[src/plctx_pkg.sv]
// Purpose: Shared types and constants for the transmit coding chain
// Assumes: GF(256) with field polynomial 0x11d, alpha = 2
// Notes: Reed-Solomon generator coefficients are worked out at elaboration
package plctx_pkg;
	localparam int HDR_DATA_BITS = 58;
	localparam int HDR_CRC_END = 66;
	localparam int HDR_BITS = 72;
	localparam int TAIL_BITS = 6;
	localparam int RS_N = 255;
	localparam logic [7:0] CRC_SEED = 8'hff;
	localparam logic [7:0] CRC_POLY = 8'h07;
	localparam logic [7:0] GF_POLY = 8'h1d;
	localparam logic [6:0] SCR_SEED = 7'h7f;
	localparam logic [6:0] CONV_X = 7'h79;
	localparam logic [6:0] CONV_Y = 7'h5b;
	localparam logic [2:0] DT_RX_ANSWER = 3'h1;
	localparam logic [2:0] DT_ACK = 3'h2;
	localparam logic [2:0] DT_NACK = 3'h3;
	localparam logic [2:0] REP_HDR = 3'h6;
	localparam logic [2:0] REP_ROBUST = 3'h4;
	localparam logic [2:0] REP_NORMAL = 3'h1;
	localparam logic [4:0] ROOTS_NORMAL = 5'h10;
	localparam logic [4:0] ROOTS_ROBUST = 5'h08;

	typedef logic [15:0][7:0] plctx_par_t;
	typedef enum logic [2:0] {
		PH_IDLE = 3'b000,
		PH_HDR = 3'b001,
		PH_MSG = 3'b010,
		PH_PAR = 3'b011,
		PH_TAIL = 3'b100,
		PH_PAD = 3'b101
	} plctx_ph_e;
	typedef struct packed {
		logic ssca;
		logic nack;
		logic [15:0] fcs;
	} plctx_ack_s;
	typedef struct packed {
		logic robust;
		logic two_blocks;
		logic coherent;
		logic [8:0] len;
		logic [11:0] pad;
	} plctx_cfg_s;
	typedef struct packed {
		logic data;
		logic last;
		logic hdr;
		logic coherent;
	} plctx_out_s;

	function automatic logic [7:0] gf_mul(logic [7:0] a, logic [7:0] b);
		logic [7:0] p;
		logic [7:0] t;
		p = 8'h00;
		t = a;
		for (int i = 0; i < 8; i++) begin
			if (b[i]) p = p ^ t;
			t = t[7] ? ({t[6:0], 1'b0} ^ GF_POLY) : {t[6:0], 1'b0};
		end
		return p;
	endfunction

	// Coefficients g0..g(n-1) of prod (x - alpha^i), placed from byte offset off
	function automatic plctx_par_t rs_gen(int n, int off);
		logic [16:0][7:0] g;
		plctx_par_t r;
		logic [7:0] root;
		g = '0;
		r = '0;
		g[0] = 8'h01;
		root = 8'h01;
		for (int i = 1; i <= n; i++) begin
			root = gf_mul(root, 8'h02);
			for (int j = i; j > 0; j--) g[j] = g[j-1] ^ gf_mul(g[j], root);
			g[0] = gf_mul(g[0], root);
		end
		for (int j = 0; j < n; j++) r[j+off] = g[j];
		return r;
	endfunction

	localparam plctx_par_t RS_G_NORMAL = rs_gen(16, 0);
	localparam plctx_par_t RS_G_ROBUST = rs_gen(8, 8);
endpackage
[src/plctx_chain.sv]
// Purpose: Header build, CRC, scrambler, RS, convolutional and repetition coding
// Assumes: Upper layer pads the payload and gives pad bit count per block
// Notes: Output is one coded bit per handshake through a two-entry buffer
// Functional notes
// - Acknowledgement header only sent after a received frame with delimiter type 1.
// - Header byte 1 bit 7 carries the further-segments flag.
// - Header byte 1 bits 3..1 hold type: 2 for ACK, 3 for NACK.
// - FCS low byte in byte 0, high in byte 3, reserved zero, six conv zeros.
// - Header CRC8 covers first 58 bits, register preset to all ones.
// - CRC generator x^8+x^2+x+1, fed MSB of byte 0 first.
// - Inverted CRC bits 7..2 in byte 7 bits 5..0, bits 1..0 in byte 8.
// - Payload bytes enter the scrambler one bit at a time, MSB first.
// - Scrambler XORs data with PN from x^7+x^4+1.
// - Scrambler loaded with ones at header start and payload start.
// - Payload is RS then convolutional; robust repeats by four, header by six.
// - RS over bytes: normal 16 parity bytes, robust 8 parity bytes per block.
// - GF(256) polynomial x^8+x^4+x^3+x^2+1, generator roots alpha^1..alpha^2T.
// - First scrambled bit is the MSB of each RS input symbol.
// - Zero fill implied and dropped; message then parity, MSB first.
// - Rate one half, constraint seven, taps 1111001 and 1011011.
// - Six zero tail bits return the encoder to the zero state.
// - Zero pad bits follow convolutional output, before repetition.
// - Two blocks are equal halves, each within 255 bytes, padded separately.
// - Split after scrambling; each block RS, conv, repeated and padded alone.
// - No sequence restart marker between the two blocks of one frame.
// - Four-fold repetition only in robust mode; modulation follows scheme flag.
// - Six-fold repetition only for header, no RS, always differential.
`timescale 1ns/1ps
module plctx_chain import plctx_pkg::*; (
	input wire logic mclk,
	input wire logic reset,
	input wire logic ack_start,
	input wire logic [2:0] rx_dt,
	input wire plctx_ack_s ack_cfg,
	input wire logic pay_start,
	input wire plctx_cfg_s pay_cfg,
	input wire logic in_valid,
	output logic in_ready,
	input wire logic [7:0] in_data,
	output logic out_valid,
	input wire logic out_ready,
	output plctx_out_s out_data,
	output logic busy,
	output logic cfg_err
);
	typedef struct packed {
		plctx_ph_e ph;
		logic hdr_frame;
		logic [57:0] hdr;
		logic [7:0] crc;
		logic [6:0] scr;
		logic [5:0] cs;
		logic [6:0] idx;
		logic [7:0] sbyte;
		logic have;
		logic [2:0] bitn;
		logic [8:0] cnt;
		logic [8:0] blk_len;
		logic blk2;
		plctx_par_t par;
		plctx_cfg_s cfg;
		logic [1:0] pair;
		logic nb2;
		logic emit;
		logic lastp;
		logic [2:0] rmax;
		logic e_bit;
		logic [2:0] e_rep;
		logic [11:0] padcnt;
		plctx_out_s [1:0] fifo;
		logic wp;
		logic rp;
		logic [1:0] fcnt;
		logic err;
	} plctx_st_s;

	plctx_st_s q;
	plctx_st_s n;
	logic step;
	logic raw;
	logic sfb;
	logic [6:0] win;
	logic space;
	logic pop;
	logic [14:0] sb;
	logic [7:0] fb;
	logic [8:0] len;
	logic [8:0] half;
	logic [4:0] roots;
	logic block_end;
	logic more_blk;

	// Scramble one byte, MSB first, returning {new state, byte}
	function automatic logic [14:0] scr_byte(logic [6:0] s, logic [7:0] d);
		logic [6:0] st;
		logic [7:0] o;
		logic f;
		st = s;
		o = 8'h00;
		for (int i = 7; i >= 0; i--) begin
			f = st[6] ^ st[3];
			o[i] = d[i] ^ f;
			st = {st[5:0], f};
		end
		return {st, o};
	endfunction

	// Handshake and status outputs come straight from the state register
	assign space = q.fcnt != 2'h2;
	assign pop = out_ready && q.fcnt != 2'h0;
	assign out_valid = q.fcnt != 2'h0;
	assign out_data = q.fifo[q.rp];
	// Busy also covers the last pair still being repeated, so a new start
	// cannot retune the repetition count or frame flags under it
	assign busy = q.ph != PH_IDLE || q.emit;
	assign cfg_err = q.err;
	assign in_ready = q.ph == PH_MSG && !q.have && !q.emit;
	assign len = pay_cfg.len;
	assign half = pay_cfg.two_blocks ? {1'b0, len[8:1]} : len;
	assign roots = pay_cfg.robust ? ROOTS_ROBUST : ROOTS_NORMAL;
	assign more_blk = q.cfg.two_blocks && !q.blk2;

	// Next state: command start, bit source, encoder, repetition, buffer
	always_comb begin
		n = q;
		n.err = 1'b0;
		raw = 1'b0;
		sfb = q.scr[6] ^ q.scr[3];
		sb = scr_byte(q.scr, in_data);
		fb = 8'h00;
		block_end = 1'b0;
		step = !q.emit && q.ph != PH_IDLE && q.ph != PH_PAD
			&& !(q.ph == PH_MSG && !q.have);
		win = 7'h00;
		// Starts are taken only once no coded pair of the last frame is pending
		if (!busy) begin
			if (ack_start && rx_dt == DT_RX_ANSWER) begin
				n.ph = PH_HDR;
				n.hdr_frame = 1'b1;
				n.hdr = {ack_cfg.fcs[7:0], ack_cfg.ssca, 3'h0,
					ack_cfg.nack ? DT_NACK : DT_ACK, 1'b0, 8'h00,
					ack_cfg.fcs[15:8], 24'h000000, 2'h0};
				n.crc = CRC_SEED;
				n.scr = SCR_SEED;
				n.cs = 6'h00;
				n.idx = 7'h00;
				n.rmax = REP_HDR;
			end else if (pay_start) begin
				if (len == 9'h000 || (pay_cfg.two_blocks && len[0])
					|| ({1'b0, half} + {5'h00, roots} > 10'(RS_N))) begin
					n.err = 1'b1;
				end else begin
					n.ph = PH_MSG;
					n.hdr_frame = 1'b0;
					n.cfg = pay_cfg;
					n.blk_len = half;
					n.blk2 = 1'b0;
					n.scr = SCR_SEED;
					n.cs = 6'h00;
					n.par = '0;
					n.cnt = 9'h000;
					n.have = 1'b0;
					n.bitn = 3'h0;
					n.rmax = pay_cfg.robust ? REP_ROBUST : REP_NORMAL;
				end
			end
		end
		// Byte intake: scramble, then run the parity register on the scrambled byte
		if (in_ready && in_valid) begin
			n.scr = sb[14:8];
			n.sbyte = sb[7:0];
			n.have = 1'b1;
			fb = sb[7:0] ^ q.par[15];
			for (int j = 15; j > 0; j--) begin
				n.par[j] = q.par[j-1] ^ gf_mul(fb, q.cfg.robust ? RS_G_ROBUST[j] : RS_G_NORMAL[j]);
			end
			n.par[0] = gf_mul(fb, q.cfg.robust ? RS_G_ROBUST[0] : RS_G_NORMAL[0]);
		end
		// One encoder input bit per step
		if (step) begin
			unique case (q.ph)
				PH_HDR: begin
					if (q.idx < 7'(HDR_DATA_BITS)) begin
						raw = q.hdr[57];
						n.hdr = {q.hdr[56:0], 1'b0};
						n.crc = {q.crc[6:0], 1'b0} ^ ((q.crc[7] ^ raw) ? CRC_POLY : 8'h00);
					end else if (q.idx < 7'(HDR_CRC_END)) begin
						raw = ~q.crc[7];
						n.crc = {q.crc[6:0], 1'b0};
					end
					if (q.idx < 7'(HDR_CRC_END)) begin
						raw = raw ^ sfb;
						n.scr = {q.scr[5:0], sfb};
					end
					n.idx = q.idx + 7'h01;
					if (q.idx == 7'(HDR_BITS - 1)) begin
						n.ph = PH_IDLE;
						n.lastp = 1'b1;
					end else begin
						n.lastp = 1'b0;
					end
				end
				PH_MSG: begin
					raw = q.sbyte[7];
					n.sbyte = {q.sbyte[6:0], 1'b0};
					n.bitn = q.bitn + 3'h1;
					n.lastp = 1'b0;
					if (q.bitn == 3'h7) begin
						n.have = 1'b0;
						n.cnt = q.cnt + 9'h001;
						if (q.cnt == q.blk_len - 9'h001) begin
							n.ph = PH_PAR;
							n.cnt = 9'h000;
						end
					end
				end
				PH_PAR: begin
					raw = q.par[15][7];
					n.par = {q.par[15][6:0], q.par[14:0], 1'b0};
					n.cnt = q.cnt + 9'h001;
					n.lastp = 1'b0;
					if (q.cnt == {1'b0, (q.cfg.robust ? ROOTS_ROBUST : ROOTS_NORMAL), 3'h0} - 9'h001) begin
						n.ph = PH_TAIL;
						n.idx = 7'h00;
					end
				end
				PH_TAIL: begin
					raw = 1'b0;
					n.idx = q.idx + 7'h01;
					n.lastp = 1'b0;
					if (q.idx == 7'(TAIL_BITS - 1)) begin
						n.padcnt = 12'h000;
						if (q.cfg.pad == 12'h000) begin
							block_end = 1'b1;
						end else begin
							n.ph = PH_PAD;
						end
					end
				end
				default: begin
					n.lastp = 1'b0;
				end
			endcase
			win = {raw, q.cs};
			n.cs = win[6:1];
			n.pair = {^(win & CONV_X), ^(win & CONV_Y)};
			n.nb2 = 1'b1;
			n.emit = 1'b1;
			n.e_bit = 1'b0;
			n.e_rep = 3'h0;
		end
		// Pad bits leave the encoder untouched and are repeated like coded bits
		if (!q.emit && q.ph == PH_PAD) begin
			n.pair = 2'h0;
			n.nb2 = 1'b0;
			n.emit = 1'b1;
			n.e_bit = 1'b1;
			n.e_rep = 3'h0;
			n.padcnt = q.padcnt + 12'h001;
			n.lastp = 1'b0;
			if (q.padcnt == q.cfg.pad - 12'h001) begin
				block_end = 1'b1;
			end
		end
		// Second block keeps scrambler and frame going, clears coder state
		if (block_end) begin
			if (more_blk) begin
				n.ph = PH_MSG;
				n.blk2 = 1'b1;
				n.cs = 6'h00;
				n.par = '0;
				n.cnt = 9'h000;
				n.bitn = 3'h0;
				n.have = 1'b0;
			end else begin
				n.ph = PH_IDLE;
				n.lastp = 1'b1;
			end
		end
		// Repetition: each coded bit is pushed rmax times before the next
		// A full buffer refuses the push even when a pop frees a slot; this costs
		// a cycle now and then but keeps the occupancy count simple
		if (q.emit && space) begin
			n.fifo[q.wp] = '{data: q.e_bit ? q.pair[0] : q.pair[1],
				last: q.lastp && q.e_bit && q.e_rep == q.rmax - 3'h1,
				hdr: q.hdr_frame, coherent: !q.hdr_frame && q.cfg.coherent};
			n.wp = !q.wp;
			n.e_rep = q.e_rep + 3'h1;
			if (q.e_rep == q.rmax - 3'h1) begin
				n.e_rep = 3'h0;
				n.e_bit = 1'b1;
				if (q.e_bit) n.emit = 1'b0;
			end
		end
		if (pop) n.rp = !q.rp;
		n.fcnt = q.fcnt + {1'b0, q.emit && space} - {1'b0, pop};
	end

	// Single state register; the whole state clears on reset
	always_ff @(posedge mclk) begin
		if (reset) begin
			q <= '0;
		end else begin
			q <= n;
		end
	end
endmodule // plctx_chain

[config.mk]
export PLATFORM = sky130hd
export DESIGN_NAME = plctx_chain
export DESIGN_NICKNAME = d
export VERILOG_FILES = /design/src/plctx_pkg.sv /design/src/plctx_chain.sv
export SDC_FILE = /design/constraint.sdc
export NUM_CORES = 1
export LEC_CHECK = 0
export ABC_AREA = 0
export BUFFER_PORTS_ARGS = -buffer_cell sky130_fd_sc_hd__buf_2
export CAP_MARGIN = 0
export CORE_MARGIN = 10
export CORE_UTILIZATION = 45
export DETAILED_ROUTE_END_ITERATION = 6
export REMOVE_ABC_BUFFERS = 1
export SYNTH_ARGS = -nofsm -noshare
export SYNTH_HDL_FRONTEND = slang
export SYNTH_SLANG_ARGS = --single-unit
[constraint.sdc]
create_clock -name mclk -period 6.3 [get_ports mclk]
set_clock_uncertainty 0.2 [all_clocks]
set_input_delay 1.575 -clock mclk [delete_from_list [all_inputs] [get_ports mclk]]
set_output_delay 1.575 -clock mclk [all_outputs]
set_load 0.02 [all_outputs]
== Word level (Yosys, flattened, before mapping) ==
Index checks and enable logic that the tools add are counted.

* Output and inout bits: 8
* Register bits: 309
* Bits in latches: 0
* ROM bits: 0
* Memories: 0
* Word-level logic and storage cells: 658
* Bits in writable memories: 0

* $add $sub $neg: 12
* Mux-type cells: 369
* Reductions and logical operators: 43
* $mul: 0
* Magnitude comparators: 6
* Eq/ne operators: 16
* Shift operators: 0
* Bitwise gates (word level): 159
* Div/mod/pow operators: 0

{| class="wikitable"
|+ Operators with widths
! kind !! count
|-
| two-way mux 8 bit || 262
|-
| XOR 8 bit || 128
|-
| two-way mux 175 bit || 4
|-
| two-way mux 128 bit || 3
|-
| two-way mux 129 bit || 2
|-
| two-way mux 107 bit || 1
|-
| two-way mux 90 bit || 1
|-
| two-way mux 73 bit || 1
|-
| two-way mux 7 bit || 10
|-
| two-way mux 66 bit || 1
|-
| two-way mux 13 bit || 5
|-
| two-way mux 58 bit || 1
|-
| two-way mux 5 bit || 11
|-
| two-way mux 3 bit || 13
|-
| two-way mux 12 bit || 3
|-
| two-way mux 9 bit || 4
|-
| two-way mux 16 bit || 2
|-
| two-way mux 4 bit || 8
|-
| two-way mux 6 bit || 5
|-
| NOT 4 bit || 7
|-
| two-way mux 1 bit || 23
|-
| equality test 9 bit || 2
|-
| case mux 9 bit (2 select lines) || 1
|-
| XOR 1 bit || 18
|-
| 45 further kinds || 89
|}

== Logic depth before layout (Yosys ltp) ==
Gate-level depths: netlist of run 1.

* Depth after elaboration: 33
* Mapped depth: 16
* Depth with buffers taken out: 13

== Worst setup path after synthesis of run 1 ==
OpenSTA, ideal clock, no wires.

* Path type: input to register
* Start: input port pay_cfg[22] (netlist bit)
* End: register q[127] (netlist bit)
* Stages on the path: 14
* Slack: 1.298 ns
* Path buffers: 4
* Arrival time: 4.724 ns
* Data required time: 6.022 ns
* Library setup time: 0.078 ns
* Path through: buf_1 mux2i_1 inv_1 ha_1 a21oi_1 o31a_1 o32a_1 nor2b_1 clkbuf_1 nor2_1 clkbuf_1 clkbuf_1 a221oi_1 nor3_1

* Cells in the longest elaborated chain, start to end: 13
* Elaborated cells between the ends (all ways): 15
* Those cells by class: 1 x add/sub; 1 x order compare; 10 x mux; 3 x reduce/logical

{| class="wikitable"
|+ Ends and longest elaborated chain
! what !! RTL line !! text
|-
| start: declaration || plctx_chain.sv:36 || <nowiki>input wire plctx_cfg_s pay_cfg,</nowiki>
|-
| two-way mux 9 bit * || plctx_chain.sv:119 || <nowiki>assign half = pay_cfg.two_blocks ? {1'b0, len[8:1]} : len;</nowiki>
|-
| via half[4] || plctx_chain.sv:88 || <nowiki>logic [8:0] half;</nowiki>
|-
| adder 9 x 5 -> 10 bit * || plctx_chain.sv:150 || <nowiki>|| ({1'b0, half} + {5'h00, roots} > 10'(RS_N))) begin</nowiki>
|-
| greater-than comparator 10 x 8 -> 1 bit * || plctx_chain.sv:150 ||
|-
| logical OR 1 bit * || plctx_chain.sv:150 ||
|-
| two-way mux 175 bit * || plctx_chain.sv:149 || <nowiki>if (len == 9'h000 || (pay_cfg.two_blocks && len[0])</nowiki>
|-
| two-way mux 175 bit * || plctx_chain.sv:148 || <nowiki>end else if (pay_start) begin</nowiki>
|-
| two-way mux 175 bit * || plctx_chain.sv:137 || <nowiki>if (ack_start && rx_dt == DT_RX_ANSWER) begin</nowiki>
|-
| two-way mux 175 bit * || plctx_chain.sv:136 || <nowiki>if (!busy) begin</nowiki>
|-
| two-way mux 128 bit * || plctx_chain.sv:169 || <nowiki>if (in_ready && in_valid) begin</nowiki>
|-
| two-way mux 128 bit || plctx_chain.sv:181 || <nowiki>unique case (q.ph)</nowiki>
|-
| two-way mux 128 bit * || plctx_chain.sv:180 || <nowiki>if (step) begin</nowiki>
|-
| two-way mux 129 bit || plctx_chain.sv:267 || <nowiki>if (more_blk) begin</nowiki>
|-
| two-way mux 129 bit * || plctx_chain.sv:266 || <nowiki>if (block_end) begin</nowiki>
|-
| end signal: assignment || plctx_chain.sv:304 || <nowiki>q <= n;</nowiki>
|-
| end: declaration || plctx_chain.sv:77 || <nowiki>plctx_st_s q;</nowiki>
|}

Mark *: on every way through the listed nets, which the timed path passes. The rest lies on a longest branch.
A chain may end at the register's enable or synchronous reset.

== Final worst setup path of run 1 ==
* Start: input port in_data[2]
* End: register q[185] (netlist bit)

* Cells in the longest elaborated chain, start to end: 30
* Elaborated cells between the ends (all ways): 33
* Those cells by class: 21 x mux; 12 x bitwise

{| class="wikitable"
|+ Ends and longest elaborated chain
! what !! RTL line !! text
|-
| start: declaration || plctx_chain.sv:39 || <nowiki>input wire logic [7:0] in_data,</nowiki>
|-
| XOR 1 bit * || plctx_chain.sv:102 || <nowiki>o[i] = d[i] ^ f;</nowiki>
|-
| XOR 8 bit * || plctx_chain.sv:173 || <nowiki>fb = sb[7:0] ^ q.par[15];</nowiki>
|-
| NOT 4 bit (no source line) || n/a ||
|-
| two-way mux 5 bit * || plctx_pkg.sv:60 || <nowiki>t = t[7] ? ({t[6:0], 1'b0} ^ GF_POLY) : {t[6:0], 1'b0};</nowiki>
|-
| NOT 4 bit (no source line) || n/a ||
|-
| two-way mux 5 bit * || plctx_pkg.sv:60 ||
|-
| XOR 8 bit || plctx_pkg.sv:59 || <nowiki>if (b[i]) p = p ^ t;</nowiki>
|-
| two-way mux 8 bit || plctx_pkg.sv:59 ||
|-
| [... 14 more ...] || n/a ||
|-
| two-way mux 8 bit * || plctx_pkg.sv:59 ||
|-
| two-way mux 8 bit * || plctx_chain.sv:169 ||
|-
| XOR 8 bit * || plctx_chain.sv:175 || <nowiki>n.par[j] = q.par[j-1] ^ gf_mul(fb, q.cfg.robust ? RS_G_ROBUST[j] : RS_G_NORMAL[j]);</nowiki>
|-
| two-way mux 128 bit * || plctx_chain.sv:169 ||
|-
| two-way mux 128 bit || plctx_chain.sv:181 ||
|-
| two-way mux 128 bit * || plctx_chain.sv:180 ||
|-
| two-way mux 129 bit || plctx_chain.sv:267 ||
|-
| two-way mux 129 bit * || plctx_chain.sv:266 ||
|}

Mark *: on every way between the ends. The rest lies on a longest branch, timed or not. The select of a mux whose other input is x is not followed.

==> results of run 1 <==
metrics by stage:
step	TNS, ns	hold WS (ns)
floorplan	-293.65	0.2210
global placement	0	0.2348
detailed placement	0	0.2427
CTS	0	0.2507
global route	0	0.2595
finish	0	0.2466
layout by cell type, fill, tap and decap left out, types with 8 or more instances in the layout:
cell type	count
inv_1	32
nand3_1	84
buf_4	42
buf_2	65
nor4_1	9
a211oi_1	25
nor3_1	164
xor2_1	78
dfxtp_1	298
a311oi_1	19
a31oi_1	14
o211ai_1	8
clkbuf_8	8
nor2_1	294
ha_1	14
o21ai_0	68
xnor2_2	13
nand2_1	227
xnor2_1	274
a221oi_1	123
nand3b_1	10
xnor3_1	17
a21oi_1	149
and3_1	9
clkbuf_16	38
nor2b_1	12
mux2i_1	23
flip-flops by register name, indices dropped and copies added, names as in the netlist:
signal / flops
cfg_err: 1
q: 298
per-layer routing:
layer / vias up / track usage (%)
met5: - / 0
met2: 526 / 34.59
li1: 7834 / -
met4: 0 / 10.08
met3: 129 / 3.322
met1: 7839 / 28.73
cell type report:
class	instances	area, um2	share of cell area (%)
sequential	299	5989	29.91
clock inverter	8	91.34	0.4561
multi-input combinational	1752	11400	56.92
tap	525	656.9	3.280
clock buffer	52	1084	5.411
inverter	33	123.9	0.6186
timing repair buffer	109	680.7	3.399
worst max-delay path, cell delays in order:
cell	delay (ns)
buf_2	0.12
xnor2_1	0.24
xor3_1	0.78
xnor3_1	0.62
xnor2_1	0.68
xnor2_1	0.21
o21ai_0	0.13
xnor2_1	0.34
nand2_1	0.10
a31oi_1	0.15
path summary, 6_finish.rpt:
kind | start | to | slack (ns) | depth (start not counted)
setup / recovery | in_data[2] | q[185]$_SDFF_PP0_ | 1.61 | 10
hold / removal | q[267]$_SDFF_PP0_ | q[268]$_SDFF_PP0_ | 0.25 | 2
setup reg to reg | q[37]$_SDFFE_PP0P_ | q[89]$_SDFF_PP0_ | 1.93 | 11
hold reg to reg | q[267]$_SDFF_PP0_ | q[268]$_SDFF_PP0_ | 0.25 | 2
cells by family after synthesis:
family / Yosys count
and+or+nand+nor: 862
AOI/OAI and AO/OA: 450
xor gates and xnor gates: 396
DFF: 299
buffers and inverters: 209
muxes: 29
adders and majority gates: 15
==> flow_metrics.tcl, run 1 <==
set metrics [dict create \
    finalMaxSlewViolations 0 \
    yosys.area.top_type "dfxtp_1" \
    io_buffers 66 \
    finish.utilization_pct 50.28 \
    grt_max_degree 92 \
    synth-xor-area-share_pct 22.17 \
    drive_gt1_share_pct 9.498 \
    first_iter_violations 1695 \
    seq_area_frac_synth_pct 32.97 \
    cts_resized 0 \
    endpoint_kind "flop" \
    synth_edf_count 0 \
    cts-root-buf "clkbuf_16" \
    worstSkewPairLatency_ns 0.57 \
    crit_fanout 13 \
    startpoint_type "primary input" \
    min_period_ns 4.686 \
    ys_warn_count 0 \
    overflow 0 \
    clock.fmax_ghz 0.2134 \
    ios 67 \
    place_ws_ns 1.124 \
    gp_congestion 1.007 \
    grt_use_total_pct 21.85 \
    period_share_pct 74.39 \
    dp_hpwl_um 37760 \
    wl_um 56040 \
    rsz0062_at_grt "false" \
    worstPathRequired_ns 6.57 \
    synth_compound_area_share_pct 16.61 \
    fin_cells 2778 \
    antenna-diode-count 0 \
    die_area_mm2 0.04877 \
    syn_avg_cell_area_um2 8.032 \
    synthDistinctLibCells 70 \
    wire_per_inst_um 20.17 \
    path_clk_slew_ns 0.06 \
    hold_violations 0 \
    synth_top_area_share_pct 32.97 \
    vias_per_cell 5.878 \
    status "complete, no violations" \
    synth.top_cells.by_count "dfxtp_1, nor2_1, xnor2_1, nand2_1, nor3_1" \
    final_nets 2306 \
    core_mm2 0.03982 \
    synth-simple-area-share_pct 21.02 \
    wirelength_met1_um 24300 \
    synth_fa_ha_area_share_pct 1.075 \
    clock_sinks 299 \
    synth_top_family_by_area "XOR/XNOR gates" \
    hold_buffers 0 \
    clockBufferDepth 3 \
    cts_buffers 37 \
    tightest_slew_ns 1.164 \
    htreeDepth 2 \
    dr_total_vias 16330 \
    row_count 73 \
    place_area_mm2 0.01885 \
    cts_setup_buffers 0 \
    routed.top_layer "met4" \
    slew_headroom_pct 22.40 \
    synthesis.area_mm2 0.01815 \
    first_global_vias 15360 \
    yosys-mux-area-fraction_pct 1.640 \
    cts_tree "yes" \
    fillers 3906 \
    synth-seq-cells 299 \
    ys.flop_type "dfxtp_1" \
    fp.dieH_um 220.8 \
    finalSetupViolCount 0 \
    drv_cap 0 \
    syn2layout_area_growth_pct 10.31 \
    start_util_pct 45.58 \
    drc 0 \
    ant_nets 0 \
    fp.dieW_um 220.8 \
    fin_ws_ns 1.614 \
    met3_wirelength_um 3660 \
    worst_ep_arrival_time_ns 4.96 \
    drt-pass1-iter-count 5 \
    synthTopCellsByArea "dfxtp_1, xnor2_1, nor2_1" \
    dp.cells 2718 \
    synth.most_common_cell "dfxtp_1" \
    async_flop_share_pct 0 \
    netlist_instances 2260 \
    path_class "primary input to flop" \
    min_path_type "flop to flop" \
    antenna_found_initial 0 \
    wl_met2_um 25700 \
    design_area_mm2 0.02002 \
    grt_pass1_wl_um 88250 \
]
Power of run 1 is not shown: default switching activity piles up to over one toggle a cycle in this logic, so the estimate is an artifact.
==> inputs of run 2 (changes only) <==
- ABC_AREA: 0 -> 1
- clock period: 6.3 -> 4.8 ns (I/O delays scaled with it)
==> flow_metrics.tcl, run 2 <==
set metrics [dict create \
    status "complete, no violations" \
    fp.dieW_um 231.4 \
    dr_total_vias 20690 \
    p_int_w 0.006576 \
    synth_edf_count 0 \
    hold_buffers 0 \
    yosys.area.top_type "dfxtp_1" \
    grt_max_degree 160 \
    regToRegSetupSlack_ns 1.08 \
    p_leak_nw 9.164 \
    clock_sinks 299 \
    regMostFlops "q" \
    finalMaxSlewViolations 0 \
    hold_violations 0 \
    dp.cells 3634 \
    path_class "primary input to flop" \
    synthesis.area_mm2 0.02010 \
    startpoint_type "primary input" \
    cts_setup_buffers 0 \
    synth.top_cells.by_count "nand2_1, dfxtp_1, a21oi_1, o21ai_0, inv_1" \
    pwr-share-seq_pct 21.6 \
    worstSkewPairLatency_ns 0.57 \
    first_iter_violations 2009 \
    gp_congestion 0.9988 \
    combPwrFrac_pct 56.6 \
    largest_register_ffs 298 \
    row_count 77 \
    rsz0062_at_grt "false" \
    wire_per_inst_um 19.15 \
    ys_warn_count 0 \
    layout_common_cells "nand2_1, dfxtp_1, a21oi_1" \
    cp_top_family "buffers and inverters" \
    synthTopCellsByArea "dfxtp_1, nand2_1, a21oi_1" \
    crit_fanout 63 \
    drv_cap 0 \
    min_period_ns 3.873 \
    syn_avg_cell_area_um2 6.510 \
    synth.most_common_cell "nand2_1" \
    ios 67 \
    core_mm2 0.04422 \
    place_ws_ns 0.3699 \
    clock.fmax_ghz 0.2582 \
    period_share_pct 80.70 \
    hold_slack_ns 0.2437 \
    drc 0 \
    async_flop_share_pct 0 \
    power.switching_w 0.006507 \
    htreeDepth 2 \
    synth-seq-cells 299 \
    min_path_type "flop to flop" \
    crit_buf_inv 4 \
    worst_ep_arrival_time_ns 4.18 \
    fp.dieH_um 231.4 \
    die_area_mm2 0.05353 \
    cts_resized 0 \
    cts_buffers 38 \
    cpPeakStageDelay_ns 0.67 \
    drt-pass1-iter-count 6 \
    cts_tree "yes" \
    dp_hpwl_um 49420 \
    vias_per_cell 5.587 \
    path_clk_slew_ns 0.06 \
    grt_use_total_pct 25.65 \
    fin_ws_ns 0.9266 \
    p_clk_share_pct 21.8 \
    finalPower_w 0.01308 \
    netlist_instances 3088 \
    synthDistinctLibCells 59 \
    tightest_slew_ns 1.067 \
    clockBufferDepth 3 \
    slew_headroom_pct 28.90 \
    peakVddDrop_mv 0.4510 \
    io_buffers 66 \
    swShare_pct 49.74 \
    cts-root-buf "clkbuf_16" \
    ys.flop_type "dfxtp_1" \
    finalSetupViolCount 0 \
    seq_area_frac_synth_pct 29.78 \
    wl_um 70910 \
    first_global_vias 19140 \
    antenna_found_initial 1 \
    overflow 0 \
    drive_gt1_share_pct 10.61 \
    fin_cells 3704 \
    cellPowerDensity_mw_per_mm2 592.0 \
    worstPathRequired_ns 5.10 \
    syn2layout_area_growth_pct 9.940 \
    start_util_pct 45.46 \
    endpoint_kind "flop" \
    place_area_mm2 0.02088 \
    design_area_mm2 0.02210 \
    crit_slowest_cell "buf_4" \
    grt_pass1_wl_um 109700 \
    final_common_cell "nand2_1" \
    cp_cell_sequence "buf_2, o21ai_0, ha_1, inv_1, fa_1, nor4_1, nor2_1, nand2_1, inv_1, nand4_1, buf_4, a21oi_1, a211oi_1, a21oi_1, nor2_1" \
    synth_top_area_share_pct 29.78 \
    final_nets 3156 \
    ant_nets 0 \
]
[run 2: changes by cell type after synthesis, moves of 83 or more]
cell / before / now
nand3_1: 85 / 212
nor3_1: 165 / 25
o21ai_0: 68 / 269
inv_1: 32 / 237
nand2_1: 229 / 791
a21oi_1: 149 / 290
a221oi_1: 123 / 13
xnor2_1: 274 / 50
xor2_1: 78 / 161
[run 2: cell type report]
cell class              instances  area, um2
well taps                     592      740.7
inverters                     256      969.7
clock inverters                12      106.4
clock buffers                  57       1114
repair buffers                115      748.2
multi-input cells            2372      12430
diodes                          1      2.502
flip-flops and latches        299       5987
fillers                      4553      22120
[run 2: kinds of logic (layout without fill, tap and decap cells)]
group / Yosys count / count (layout) / synth area share [%]
other: 0 / 1 / 0
DFF: 299 / 299 / 29.78
adders and majority gates: 15 / 15 / 0.9710
and+or+nand+nor: 1396 / 1396 / 30.34
AOI/OAI and AO/OA: 740 / 740 / 20.33
buffers and inverters: 417 / 440 / 8.515
xor gates and xnor gates: 221 / 221 / 10.06
[run 2: metal layers]
metal	vias to the layer above	wire length, um	global-route usage [%]
met3	142	5388	5.094
met1	9662	31390	34.13
met4	0	2816	10.46
met5	-	0	0
met2	728	31320	39.95
li1	10160	-	-
[run 2: path summary, 6_finish.rpt]
kind | to | startpoint | depth (start not counted)
min reg2reg | q[8]$_SDFFE_PP0P_ | q[8]$_SDFFE_PP0P_ | 2
min | q[8]$_SDFFE_PP0P_ | q[8]$_SDFFE_PP0P_ | 2
max | q[124]$_SDFF_PP0_ | pay_cfg[22] | 15
max reg2reg | q[221]$_SDFF_PP0_ | q[309]$_SDFF_PP0_ | 15
[run 2: stage by stage]
stage               util (%)  TNS (ns)
floorplan                  -   -311.28
global placement       47.21         0
detailed placement     47.21         0
CTS                    49.97         0
global route           49.98         0
finish                 49.98         0
[run 2: power groups by stage]
stage	Clock (W)	Combinational [W]	Sequential [W]
2_1_floorplan	0	0.00497	0.00283
3_3_place_gp	0	0.00715	0.00287
3_5_place_dp	0	0.00722	0.00288
5_1_grt	0.00301	0.00805	0.00285
4_1_cts	0.00291	0.00725	0.00282
6_report	0.00285	0.00740	0.00283
[run 2: tightest hold or removal path, stage by stage, from the launching register on]
cell     delay [ns]
dfxtp_1        0.29
inv_1          0.05
a21oi_1        0.05
Power figures use the tool's default switching activity.
